==> src/hdl/pmcm_pkg.sv <==
// package: command codes, reset values and carrier types of the command map
package pmcm_pkg;
   localparam int          NUM_CH        = 4;
   // command codes
   localparam logic [7:0]  CMD_PAGE      = 8'h00;
   localparam logic [7:0]  CMD_OPERATION = 8'h01;
   localparam logic [7:0]  CMD_ONOFF_CFG = 8'h02;
   localparam logic [7:0]  CMD_CLR_FAULT = 8'h03;
   localparam logic [7:0]  CMD_WR_PROT   = 8'h10;
   localparam logic [7:0]  CMD_ALT_CMD   = 8'hc8;
   localparam logic [7:0]  CMD_ALT0_DATA = 8'hc9;
   localparam logic [7:0]  CMD_ALT1_DATA = 8'hca;
   localparam logic [7:0]  CMD_GP_MASK   = 8'he4;
   localparam logic [7:0]  CMD_BASE_ADDR = 8'he6;
   localparam logic [7:0]  CMD_FAULT_LOG = 8'hee;
   localparam logic [7:0]  CMD_COMMON    = 8'hef;
   localparam logic [7:0]  CMD_GAIN_TC   = 8'hf6;
   localparam logic [7:0]  CMD_RETRY     = 8'hf7;
   localparam logic [7:0]  CMD_TEMP_GAIN = 8'hf8;
   localparam logic [7:0]  CMD_TEMP_OFS  = 8'hf9;
   localparam logic [7:0]  CMD_SENSE_V   = 8'hfa;
   localparam logic [7:0]  CMD_VOUT_MIN  = 8'hfb;
   localparam logic [7:0]  CMD_VIN_MIN   = 8'hfc;
   localparam logic [7:0]  CMD_TEMP_MIN  = 8'hfd;
   // page values
   localparam logic [7:0]  PAGE_LAST     = 8'h03;
   localparam logic [7:0]  PAGE_GLOBAL   = 8'hff;
   // reset values
   localparam logic [7:0]  RST_PAGE      = 8'h00;
   localparam logic [7:0]  RST_WR_PROT   = 8'h00;
   localparam logic [3:0]  RST_GP_MASK   = 4'hf;
   localparam logic [6:0]  RST_BASE_ADDR = 7'h5c;
   localparam logic [7:0]  RST_RETRY     = 8'h07;
   localparam logic [15:0] RST_GAIN_TC   = 16'h0000;
   localparam logic [15:0] RST_TEMP_GAIN = 16'h4000;
   localparam logic [15:0] RST_TEMP_OFS  = 16'h8000;
   localparam logic [15:0] RST_ALT       = 16'h0000;
   // trackers start at the largest value of their format
   localparam logic [15:0] RST_L16_MIN   = 16'hffff;
   localparam logic [15:0] RST_L11_MIN   = 16'h7bff;
   // field positions of the linear formats
   localparam int          L11_EXP_MSB   = 15;
   localparam int          L11_EXP_LSB   = 11;
   localparam int          L11_MAN_MSB   = 10;
   localparam int          L16_EXPONENT  = -13;

   typedef struct packed {
      logic        valid;
      logic        write;
      logic [7:0]  code;
      logic [15:0] data;
   } pmcm_req_t;

   typedef struct packed {
      logic [7:0]             page;
      logic [7:0]             wr_prot;
      logic [15:0]            alt_cmd;
      logic [15:0]            alt0;
      logic [15:0]            alt1;
      logic [3:0]             gp_mask;
      logic [6:0]             base_addr;
      logic [7:0]             retry;
      logic [3:0][15:0]       gain_tc;
      logic [3:0][15:0]       temp_gain;
      logic [3:0][15:0]       temp_ofs;
      logic [3:0][15:0]       vout_min;
      logic [15:0]            vin_min;
      logic [3:0][15:0]       temp_min;
      logic [15:0]            rdata;
      logic                   rvalid;
      logic                   cml;
      logic [3:0]             chan_wr;
      logic [7:0]             chan_code;
      logic [15:0]            chan_data;
      logic                   log_pop;
   } pmcm_state_t;
endpackage

==> src/hdl/pmcm_command_map.sv <==
// command map: page routing, global page broadcast, configuration words, min trackers
`timescale 1ns/1ns
// Summary of operation
// - page 0x00..0x03 routes paged commands to channel 0..3; others reserved.
// - page 0xFF broadcasts a global-capable write to channels enabled in the mask.
// - only clear faults, operation and on/off config accept global paging.
// - paged read at page 0xFF returns undefined data and flags comm fault.
// - non-global paged write at page 0xFF is discarded and flags comm fault.
// - page byte at 0x00, read/write, not paged, resets to 0x00.
// - write-protect byte at 0x10, read/write, not paged, resets to 0x00.
// - bus address base byte at 0xE6, read/write, default 0x5C.
// - global page mask byte at 0xE4, read/write, default 0x0F.
// - alternate host words at 0xC8, 0xC9, 0xCA, read/write.
// - eleven-bit linear: bits 15:11 signed exponent, 10:0 signed mantissa.
// - sixteen-bit linear output voltage: unsigned mantissa, fixed exponent -13.
// - 0xEE read returns fault log bytes one after another.
// - 0xEF read-only byte returns family common status bits.
// - 0xF6 paged word, current gain tempco, default 0x0000.
// - 0xF7 non-paged retry count byte, default 0x07.
// - 0xF8 paged word, inverse diode non-ideality, default 0x4000.
// - 0xF9 paged word, external temperature offset, default 0x8000.
// - 0xFA paged read-only word, current-sense voltage magnitude.
// - minimum trackers: vout 0xFB paged, vin 0xFC, temperature 0xFD paged.
// - mask bits 3:0 enable channels for global access; bits 7:4 read zero.
module pmcm_command_map (
   // clock and reset
   input  wire logic                   ref_clk_i,
   input  wire logic                   reset_n_i,
   // decoded host command
   input  wire pmcm_pkg::pmcm_req_t    req_i,
   output logic [15:0]                 rdata_o,
   output logic                        rvalid_o,
   output logic                        cml_fault_o,
   // forwarded channel commands
   output logic [3:0]                  chan_wr_o,
   output logic [7:0]                  chan_code_o,
   output logic [15:0]                 chan_data_o,
   // fault log source
   input  wire logic [7:0]             log_byte_i,
   output logic                        log_pop_o,
   // status and measurements
   input  wire logic [7:0]             common_status_i,
   input  wire logic [3:0][15:0]       sense_v_i,
   input  wire logic [3:0]             meas_valid_i,
   input  wire logic [3:0][15:0]       vout_meas_i,
   input  wire logic [3:0][15:0]       temp_meas_i,
   input  wire logic                   vin_valid_i,
   input  wire logic [15:0]            vin_meas_i,
   // configuration out
   output logic [7:0]                  wr_prot_o,
   output logic [6:0]                  base_addr_o,
   output logic [7:0]                  retry_o
);
   pmcm_pkg::pmcm_state_t s;
   pmcm_pkg::pmcm_state_t next_s;

   // ********************************
   // command classes and number formats
   // ********************************

   function automatic logic is_global(input logic [7:0] c);
      return c == pmcm_pkg::CMD_OPERATION || c == pmcm_pkg::CMD_ONOFF_CFG ||
             c == pmcm_pkg::CMD_CLR_FAULT;
   endfunction

   function automatic logic is_paged(input logic [7:0] c);
      unique case (c)
         pmcm_pkg::CMD_OPERATION,
         pmcm_pkg::CMD_ONOFF_CFG,
         pmcm_pkg::CMD_CLR_FAULT,
         pmcm_pkg::CMD_GAIN_TC,
         pmcm_pkg::CMD_TEMP_GAIN,
         pmcm_pkg::CMD_TEMP_OFS,
         pmcm_pkg::CMD_SENSE_V,
         pmcm_pkg::CMD_VOUT_MIN,
         pmcm_pkg::CMD_TEMP_MIN: return 1'b1;
         default:                return 1'b0;
      endcase
   endfunction

   // eleven-bit linear to a fixed point value scaled by 2^16, so all exponents compare
   function automatic logic signed [47:0] l11_val(input logic [15:0] w);
      logic signed [47:0] m;
      logic [4:0]         sh;
      m  = 48'(signed'(w[pmcm_pkg::L11_MAN_MSB:0]));
      sh = {~w[pmcm_pkg::L11_EXP_MSB], w[pmcm_pkg::L11_EXP_MSB-1:pmcm_pkg::L11_EXP_LSB]};
      return m <<< sh;
   endfunction

   // ********************************
   // page decode
   // ********************************

   logic [1:0] ch;
   logic       page_ok;
   logic       page_glob;

   assign ch        = s.page[1:0];
   assign page_ok   = s.page <= pmcm_pkg::PAGE_LAST;
   assign page_glob = s.page == pmcm_pkg::PAGE_GLOBAL;

   // ********************************
   // next state
   // ********************************

   always_comb begin
      next_s         = s;
      next_s.rvalid  = 1'b0;
      next_s.cml     = 1'b0;
      next_s.chan_wr = 4'h0;
      next_s.log_pop = 1'b0;
      if (req_i.valid) begin
         if (is_paged(req_i.code) && !page_ok) begin
            if (req_i.write && page_glob && is_global(req_i.code)) begin
               next_s.chan_wr   = s.gp_mask;
               next_s.chan_code = req_i.code;
               next_s.chan_data = req_i.data;
            end else begin
               // reads answer zero; the value carries no meaning
               next_s.cml    = 1'b1;
               next_s.rvalid = !req_i.write;
               next_s.rdata  = 16'h0000;
            end
         end else if (req_i.write) begin
            unique case (req_i.code)
               pmcm_pkg::CMD_PAGE:      next_s.page = req_i.data[7:0];
               pmcm_pkg::CMD_WR_PROT:   next_s.wr_prot = req_i.data[7:0];
               pmcm_pkg::CMD_ALT_CMD:   next_s.alt_cmd = req_i.data;
               pmcm_pkg::CMD_ALT0_DATA: next_s.alt0 = req_i.data;
               pmcm_pkg::CMD_ALT1_DATA: next_s.alt1 = req_i.data;
               pmcm_pkg::CMD_GP_MASK:   next_s.gp_mask = req_i.data[3:0];
               pmcm_pkg::CMD_BASE_ADDR: next_s.base_addr = req_i.data[6:0];
               pmcm_pkg::CMD_RETRY:     next_s.retry = req_i.data[7:0];
               pmcm_pkg::CMD_GAIN_TC:   next_s.gain_tc[ch] = req_i.data;
               pmcm_pkg::CMD_TEMP_GAIN: next_s.temp_gain[ch] = req_i.data;
               pmcm_pkg::CMD_TEMP_OFS:  next_s.temp_ofs[ch] = req_i.data;
               pmcm_pkg::CMD_OPERATION,
               pmcm_pkg::CMD_ONOFF_CFG,
               pmcm_pkg::CMD_CLR_FAULT: begin
                  next_s.chan_wr   = 4'(4'h1 << ch);
                  next_s.chan_code = req_i.code;
                  next_s.chan_data = req_i.data;
               end
               // read-only and unknown codes ignore writes
               default: next_s.rvalid = 1'b0;
            endcase
         end else begin
            next_s.rvalid = 1'b1;
            unique case (req_i.code)
               pmcm_pkg::CMD_PAGE:      next_s.rdata = {8'h00, s.page};
               pmcm_pkg::CMD_WR_PROT:   next_s.rdata = {8'h00, s.wr_prot};
               pmcm_pkg::CMD_ALT_CMD:   next_s.rdata = s.alt_cmd;
               pmcm_pkg::CMD_ALT0_DATA: next_s.rdata = s.alt0;
               pmcm_pkg::CMD_ALT1_DATA: next_s.rdata = s.alt1;
               pmcm_pkg::CMD_GP_MASK:   next_s.rdata = {12'h000, s.gp_mask};
               pmcm_pkg::CMD_BASE_ADDR: next_s.rdata = {9'h000, s.base_addr};
               pmcm_pkg::CMD_RETRY:     next_s.rdata = {8'h00, s.retry};
               pmcm_pkg::CMD_FAULT_LOG: begin
                  next_s.rdata   = {8'h00, log_byte_i};
                  next_s.log_pop = 1'b1;
               end
               pmcm_pkg::CMD_COMMON:    next_s.rdata = {8'h00, common_status_i};
               pmcm_pkg::CMD_GAIN_TC:   next_s.rdata = s.gain_tc[ch];
               pmcm_pkg::CMD_TEMP_GAIN: next_s.rdata = s.temp_gain[ch];
               pmcm_pkg::CMD_TEMP_OFS:  next_s.rdata = s.temp_ofs[ch];
               pmcm_pkg::CMD_SENSE_V:   next_s.rdata = sense_v_i[ch];
               pmcm_pkg::CMD_VOUT_MIN:  next_s.rdata = s.vout_min[ch];
               pmcm_pkg::CMD_VIN_MIN:   next_s.rdata = s.vin_min;
               pmcm_pkg::CMD_TEMP_MIN:  next_s.rdata = s.temp_min[ch];
               default:                 next_s.rdata = 16'h0000;
            endcase
         end
      end
      // trackers run beside host traffic; reads see the value of the previous cycle
      for (int i = 0; i < pmcm_pkg::NUM_CH; i++) begin
         if (meas_valid_i[i]) begin
            if (vout_meas_i[i] < s.vout_min[i]) begin
               next_s.vout_min[i] = vout_meas_i[i];
            end
            if (l11_val(temp_meas_i[i]) < l11_val(s.temp_min[i])) begin
               next_s.temp_min[i] = temp_meas_i[i];
            end
         end
      end
      if (vin_valid_i && l11_val(vin_meas_i) < l11_val(s.vin_min)) begin
         next_s.vin_min = vin_meas_i;
      end
   end

   // ********************************
   // registers
   // ********************************

   always_ff @(posedge ref_clk_i) begin
      if (!reset_n_i) begin
         s           <= '0;
         s.page      <= pmcm_pkg::RST_PAGE;
         s.wr_prot   <= pmcm_pkg::RST_WR_PROT;
         s.alt_cmd   <= pmcm_pkg::RST_ALT;
         s.alt0      <= pmcm_pkg::RST_ALT;
         s.alt1      <= pmcm_pkg::RST_ALT;
         s.gp_mask   <= pmcm_pkg::RST_GP_MASK;
         s.base_addr <= pmcm_pkg::RST_BASE_ADDR;
         s.retry     <= pmcm_pkg::RST_RETRY;
         s.gain_tc   <= {4{pmcm_pkg::RST_GAIN_TC}};
         s.temp_gain <= {4{pmcm_pkg::RST_TEMP_GAIN}};
         s.temp_ofs  <= {4{pmcm_pkg::RST_TEMP_OFS}};
         s.vout_min  <= {4{pmcm_pkg::RST_L16_MIN}};
         s.vin_min   <= pmcm_pkg::RST_L11_MIN;
         s.temp_min  <= {4{pmcm_pkg::RST_L11_MIN}};
      end else begin
         s <= next_s;
      end
   end

   // ********************************
   // outputs
   // ********************************

   assign rdata_o     = s.rdata;
   assign rvalid_o    = s.rvalid;
   assign cml_fault_o = s.cml;
   assign chan_wr_o   = s.chan_wr;
   assign chan_code_o = s.chan_code;
   assign chan_data_o = s.chan_data;
   assign log_pop_o   = s.log_pop;
   assign wr_prot_o   = s.wr_prot;
   assign base_addr_o = s.base_addr;
   assign retry_o     = s.retry;
endmodule

==> config.mk <==
export PLATFORM = sky130hd
export DESIGN_NAME = pmcm_command_map
export DESIGN_NICKNAME = d
export VERILOG_FILES = /design/src/hdl/pmcm_pkg.sv /design/src/hdl/pmcm_command_map.sv
export SDC_FILE = /design/constraint.sdc
export NUM_CORES = 2
export LEC_CHECK = 0
export BUFFER_PORTS_ARGS = -buffer_cell sky130_fd_sc_hd__buf_2
export CORE_MARGIN = 10
export CORE_UTILIZATION = 45
export DETAILED_ROUTE_END_ITERATION = 16
export PLACE_DENSITY = 0.69
export SLEW_MARGIN = 0
export SYNTH_ARGS = -nofsm -noshare
export SYNTH_HDL_FRONTEND = slang
export SYNTH_SLANG_ARGS = --single-unit
==> constraint.sdc <==
create_clock -name ref_clk_i -period 4.4 [get_ports ref_clk_i]
set_input_delay 0.66 -clock ref_clk_i [delete_from_list [all_inputs] [get_ports ref_clk_i]]
set_output_delay 0.66 -clock ref_clk_i [all_outputs]
set_load 0.005 [all_outputs]
==> impl_metrics.tcl <==
set metrics [dict create \
    pwr_density_cell_nw_per_um2 403 \
    grt_pass1_vias 33039 \
    htreeDepth 2 \
    syn-cell-area_sq_um 37100 \
    vias 35267 \
    fmax_mhz 247 \
    vias_per_cell 5.91 \
    end_kind "register" \
    cts_hold_buf 0 \
    clock-sinks 466 \
    initial_core_util_pct 45.3 \
    cp_data_arrival_time_ns 4.49 \
    root_buffer "clkbuf_16" \
    gp_congestion 1.01 \
    syn_to_final_growth_pct 11.9 \
    initialDrtViolationCount 3898 \
    fin_area_sq_um 41500 \
    cts_made_buffers 53 \
    cpPeakStageDelay_ns 0.48 \
    drive_above_1_share_pct 16.4 \
    synth_area_per_cell_sq_um 7.86 \
    synth_edf_count 0 \
    min_to "rvalid_o$_SDFF_PN0_" \
    antenna_found_initial 12 \
    layout.nets 5368 \
    path_cells "mux2_2, o21ai_0, nor2_1, nor2_1, nand2_1, o21ai_0, o21a_1, ha_1, nand2_1, nor2_1, a2111oi_0, buf_4, a31oi_1, a211oi_1, mux2i_2, buf_12, mux2i_1, nand2_1" \
    ios 327 \
    layout_setup_ws_ns 0.359 \
    fillerInstances 7910 \
    synth_top_area_share_pct 25.1 \
    setup_viol 0 \
    clock_path_buffers 3 \
    cpMaxStageDelayCell "dfxtp_2" \
    cts_tree "built" \
    final_hold_viol_count 0 \
    coreArea_sq_um 82000 \
    wirelength_mm 128 \
    holdWs_ns 0.302 \
    period_needed_ns 4.04 \
    timing.final.crit_share_pct 91.8 \
    outcome "finished clean" \
    async_flop_share_pct 0 \
    worstRegToRegCells 18 \
    synth_area_leaders "dfxtp_1 25%, mux2i_1 11%, ha_1 8.9%, nand2_1 8.7%, o21ai_0 6.4%" \
    holdPathStages 2 \
    ant_nets 0 \
    path_clk_slew_ns 0.06 \
    ys.flop_type "dfxtp_1" \
    die_x_um 307 \
    hp-class "in2reg" \
    syn_nets 5246 \
    firstDrtPassIters 8 \
    place_hpwl_mm 98.7 \
    die_area_sq_um 94400 \
    rsz0062_at_grt "false" \
    grt_pass1_wl_mm 195 \
    ir_worst_vdd_mv 0.273 \
    die_y_um 307 \
    slew_viol_final 0 \
    ys_warn_count 0 \
    slew_headroom_pct 16.0 \
    rows 105 \
    place_area_sq_um 39600 \
    preCtsSetupSlack_ns -0.0541 \
    clk-insertion-delay-late_ns 0.66 \
    synthCells 4724 \
    cap_viol_max_count 0 \
    synth_top_area_cell "dfxtp_1" \
    r2r_end "s[82]$_SDFFE_PN1P_" \
    worstMarginPinSlew_ns 1.25 \
    portBuffers 326 \
    timing.rr.start "s[91]$_SDFFE_PN1P_" \
    p_total_mw 16.7 \
    post_cts_buffers 0 \
    ys_seq_elements 466 \
    worst-path-max-fanout 21 \
    route.detailed.drc 0 \
    grt_max_degree 121 \
    wire_per_inst_um 21.5 \
    skew_ns 0.0832 \
    ctsResizeCount 0 \
    required_ns 4.85 \
    r2r_setup_slack_ns 0.36 \
    yosysSeqAreaShare_pct 25.1 \
    track_usage_pct 25.9 \
    crit_type "reg2reg" \
    p_leak_nw 17.7 \
    hp-start "req_i[24]" \
    startpoint_type "register" \
    globalRoute.totalOverflow 0 \
    synth.distinct_cells 84 \
]
## through the flow
| step | instances | util, % | setup TNS, ns |
|---|---|---|---|
| after floorplan | 4724 | - | 0 |
| after global placement | 5861 | 48.4 | 0 |
| after detailed placement | 5861 | 48.4 | -0.356 |
| after CTS | 5959 | 50.6 | 0 |
| after global routing | 5961 | 50.7 | 0 |
| final | 5966 | 50.7 | 0 |
## sequential cells by signal, summed over array words and instances, names as in the netlist
register,flops
rdata_o,16
ch,2
base_addr_o,7
chan_code_o,8
cml_fault_o,1
chan_data_o,16
s,394
rvalid_o,1
log_pop_o,1
wr_prot_o,8
retry_o,8
chan_wr_o,4
## area by class of cell
type | instances | area [sq um] | area share [%]
Timing Repair Buffer | 497 | 3060 | 7.37
Clock inverter | 25 | 362 | 0.870
Multi-Input combinational cell | 3711 | 25500 | 61.3
Tap cell | 1070 | 1340 | 3.22
Inverter | 117 | 439 | 1.06
Antenna cell | 7 | 17.5 | 0.0422
Clock buffer | 73 | 1510 | 3.64
Sequential cell | 466 | 9350 | 22.5
## Yosys cell counts (6+ instances only)
| cell | count |
|---|---|
| nand2_1 | 857 |
| o21ai_0 | 472 |
| dfxtp_1 | 466 |
| mux2i_1 | 409 |
| nor2b_1 | 267 |
| ha_1 | 265 |
| clkbuf_1 | 250 |
| nor2_1 | 250 |
| a21oi_1 | 179 |
| nand3_1 | 132 |
| mux4_2 | 100 |
| inv_1 | 99 |
| a21o_1 | 87 |
| a22oi_1 | 85 |
| buf_4 | 78 |
| a21boi_0 | 70 |
| buf_2 | 57 |
| nor3_1 | 57 |
| nand4_1 | 47 |
| mux2_2 | 42 |
| buf_1 | 41 |
| o22ai_1 | 35 |
| and2_1 | 32 |
| a211oi_1 | 30 |
| nand2b_1 | 28 |
| o211ai_1 | 26 |
| and3_1 | 23 |
| a222oi_1 | 18 |
| clkinv_1 | 14 |
| o31ai_1 | 14 |
| o21a_1 | 12 |
| or3_1 | 11 |
| o31a_1 | 10 |
| a221oi_1 | 9 |
| a22o_1 | 9 |
| nor3b_1 | 9 |
| a31oi_1 | 8 |
| o21ai_1 | 8 |
| nor4_1 | 7 |
| a21boi_1 | 6 |
| a32oi_1 | 6 |
| nor4b_1 | 6 |
## logic make-up after synthesis
logic type	after synthesis	share of synthesized area, %
simple gates	1767	22.2
compound gates	1125	18.6
mux	554	18.5
buf+inv	547	6.59
flops	466	25.1
fa+ha+maj	265	8.93
## report_power, final
group,internal [mW],switching (mW)
clock network,2.79,1.96
registers,4.46,0.502
logic,2.96,4.08
## cells in the final DEF, fill, tap and decap left out, types with 85 or more instances in the layout
| cell | instances |
|---|---|
| inv_1 | 99 |
| a22oi_1 | 85 |
| dfxtp_1 | 457 |
| o21ai_0 | 471 |
| nand3_1 | 132 |
| ha_1 | 265 |
| a21oi_1 | 175 |
| a21o_1 | 87 |
| buf_4 | 160 |
| nor2b_1 | 267 |
| mux2i_1 | 407 |
| buf_2 | 325 |
| nand2_1 | 857 |
| mux4_2 | 100 |
| nor2_1 | 250 |
## critical path: cells and delay by family, from the launching register on
| kind | cells | cell delay [ns] |
|---|---|---|
| buffers and inverters | 2 | 0.39 |
| and+or+nand+nor | 6 | 0.55 |
| DFF | 1 | 0.48 |
| AOI/OAI and AO/OA | 6 | 1.30 |
| muxes | 3 | 0.88 |
| adders and majority gates | 1 | 0.28 |
## worst max path at each step
| stage | startpoint | endpoint | slack (ns) | depth (start not counted) |
|---|---|---|---|---|
| 2_1_floorplan | temp_meas_i[44] | s[90]$_SDFFE_PN1P_ | 0.14 | 17 |
| 3_3_place_gp | temp_meas_i[28] | s[65]$_SDFFE_PN1P_ | 0.07 | 17 |
| 3_5_place_dp | temp_meas_i[28] | s[74]$_SDFFE_PN1P_ | -0.05 | 17 |
| 4_1_cts | s[75]$_SDFFE_PN1P_ | s[74]$_SDFFE_PN1P_ | 0.14 | 18 |
| 5_1_grt | s[91]$_SDFFE_PN1P_ | s[83]$_SDFFE_PN1P_ | 0.007 | 17 |
| 6_report | s[91]$_SDFFE_PN1P_ | s[82]$_SDFFE_PN1P_ | 0.36 | 18 |
## layer usage
layer | global-route usage, % | vias to the layer above | share of wire (%)
li1 | - | 17000 | -
met5 | 0 | - | 0.042
met1 | 35.5 | 16522 | 43
met4 | 10.2 | 8 | 4.3
met2 | 40.3 | 1489 | 44
met3 | 4.08 | 248 | 8.7
No activity file was read; power rests on OpenSTA's default activity.
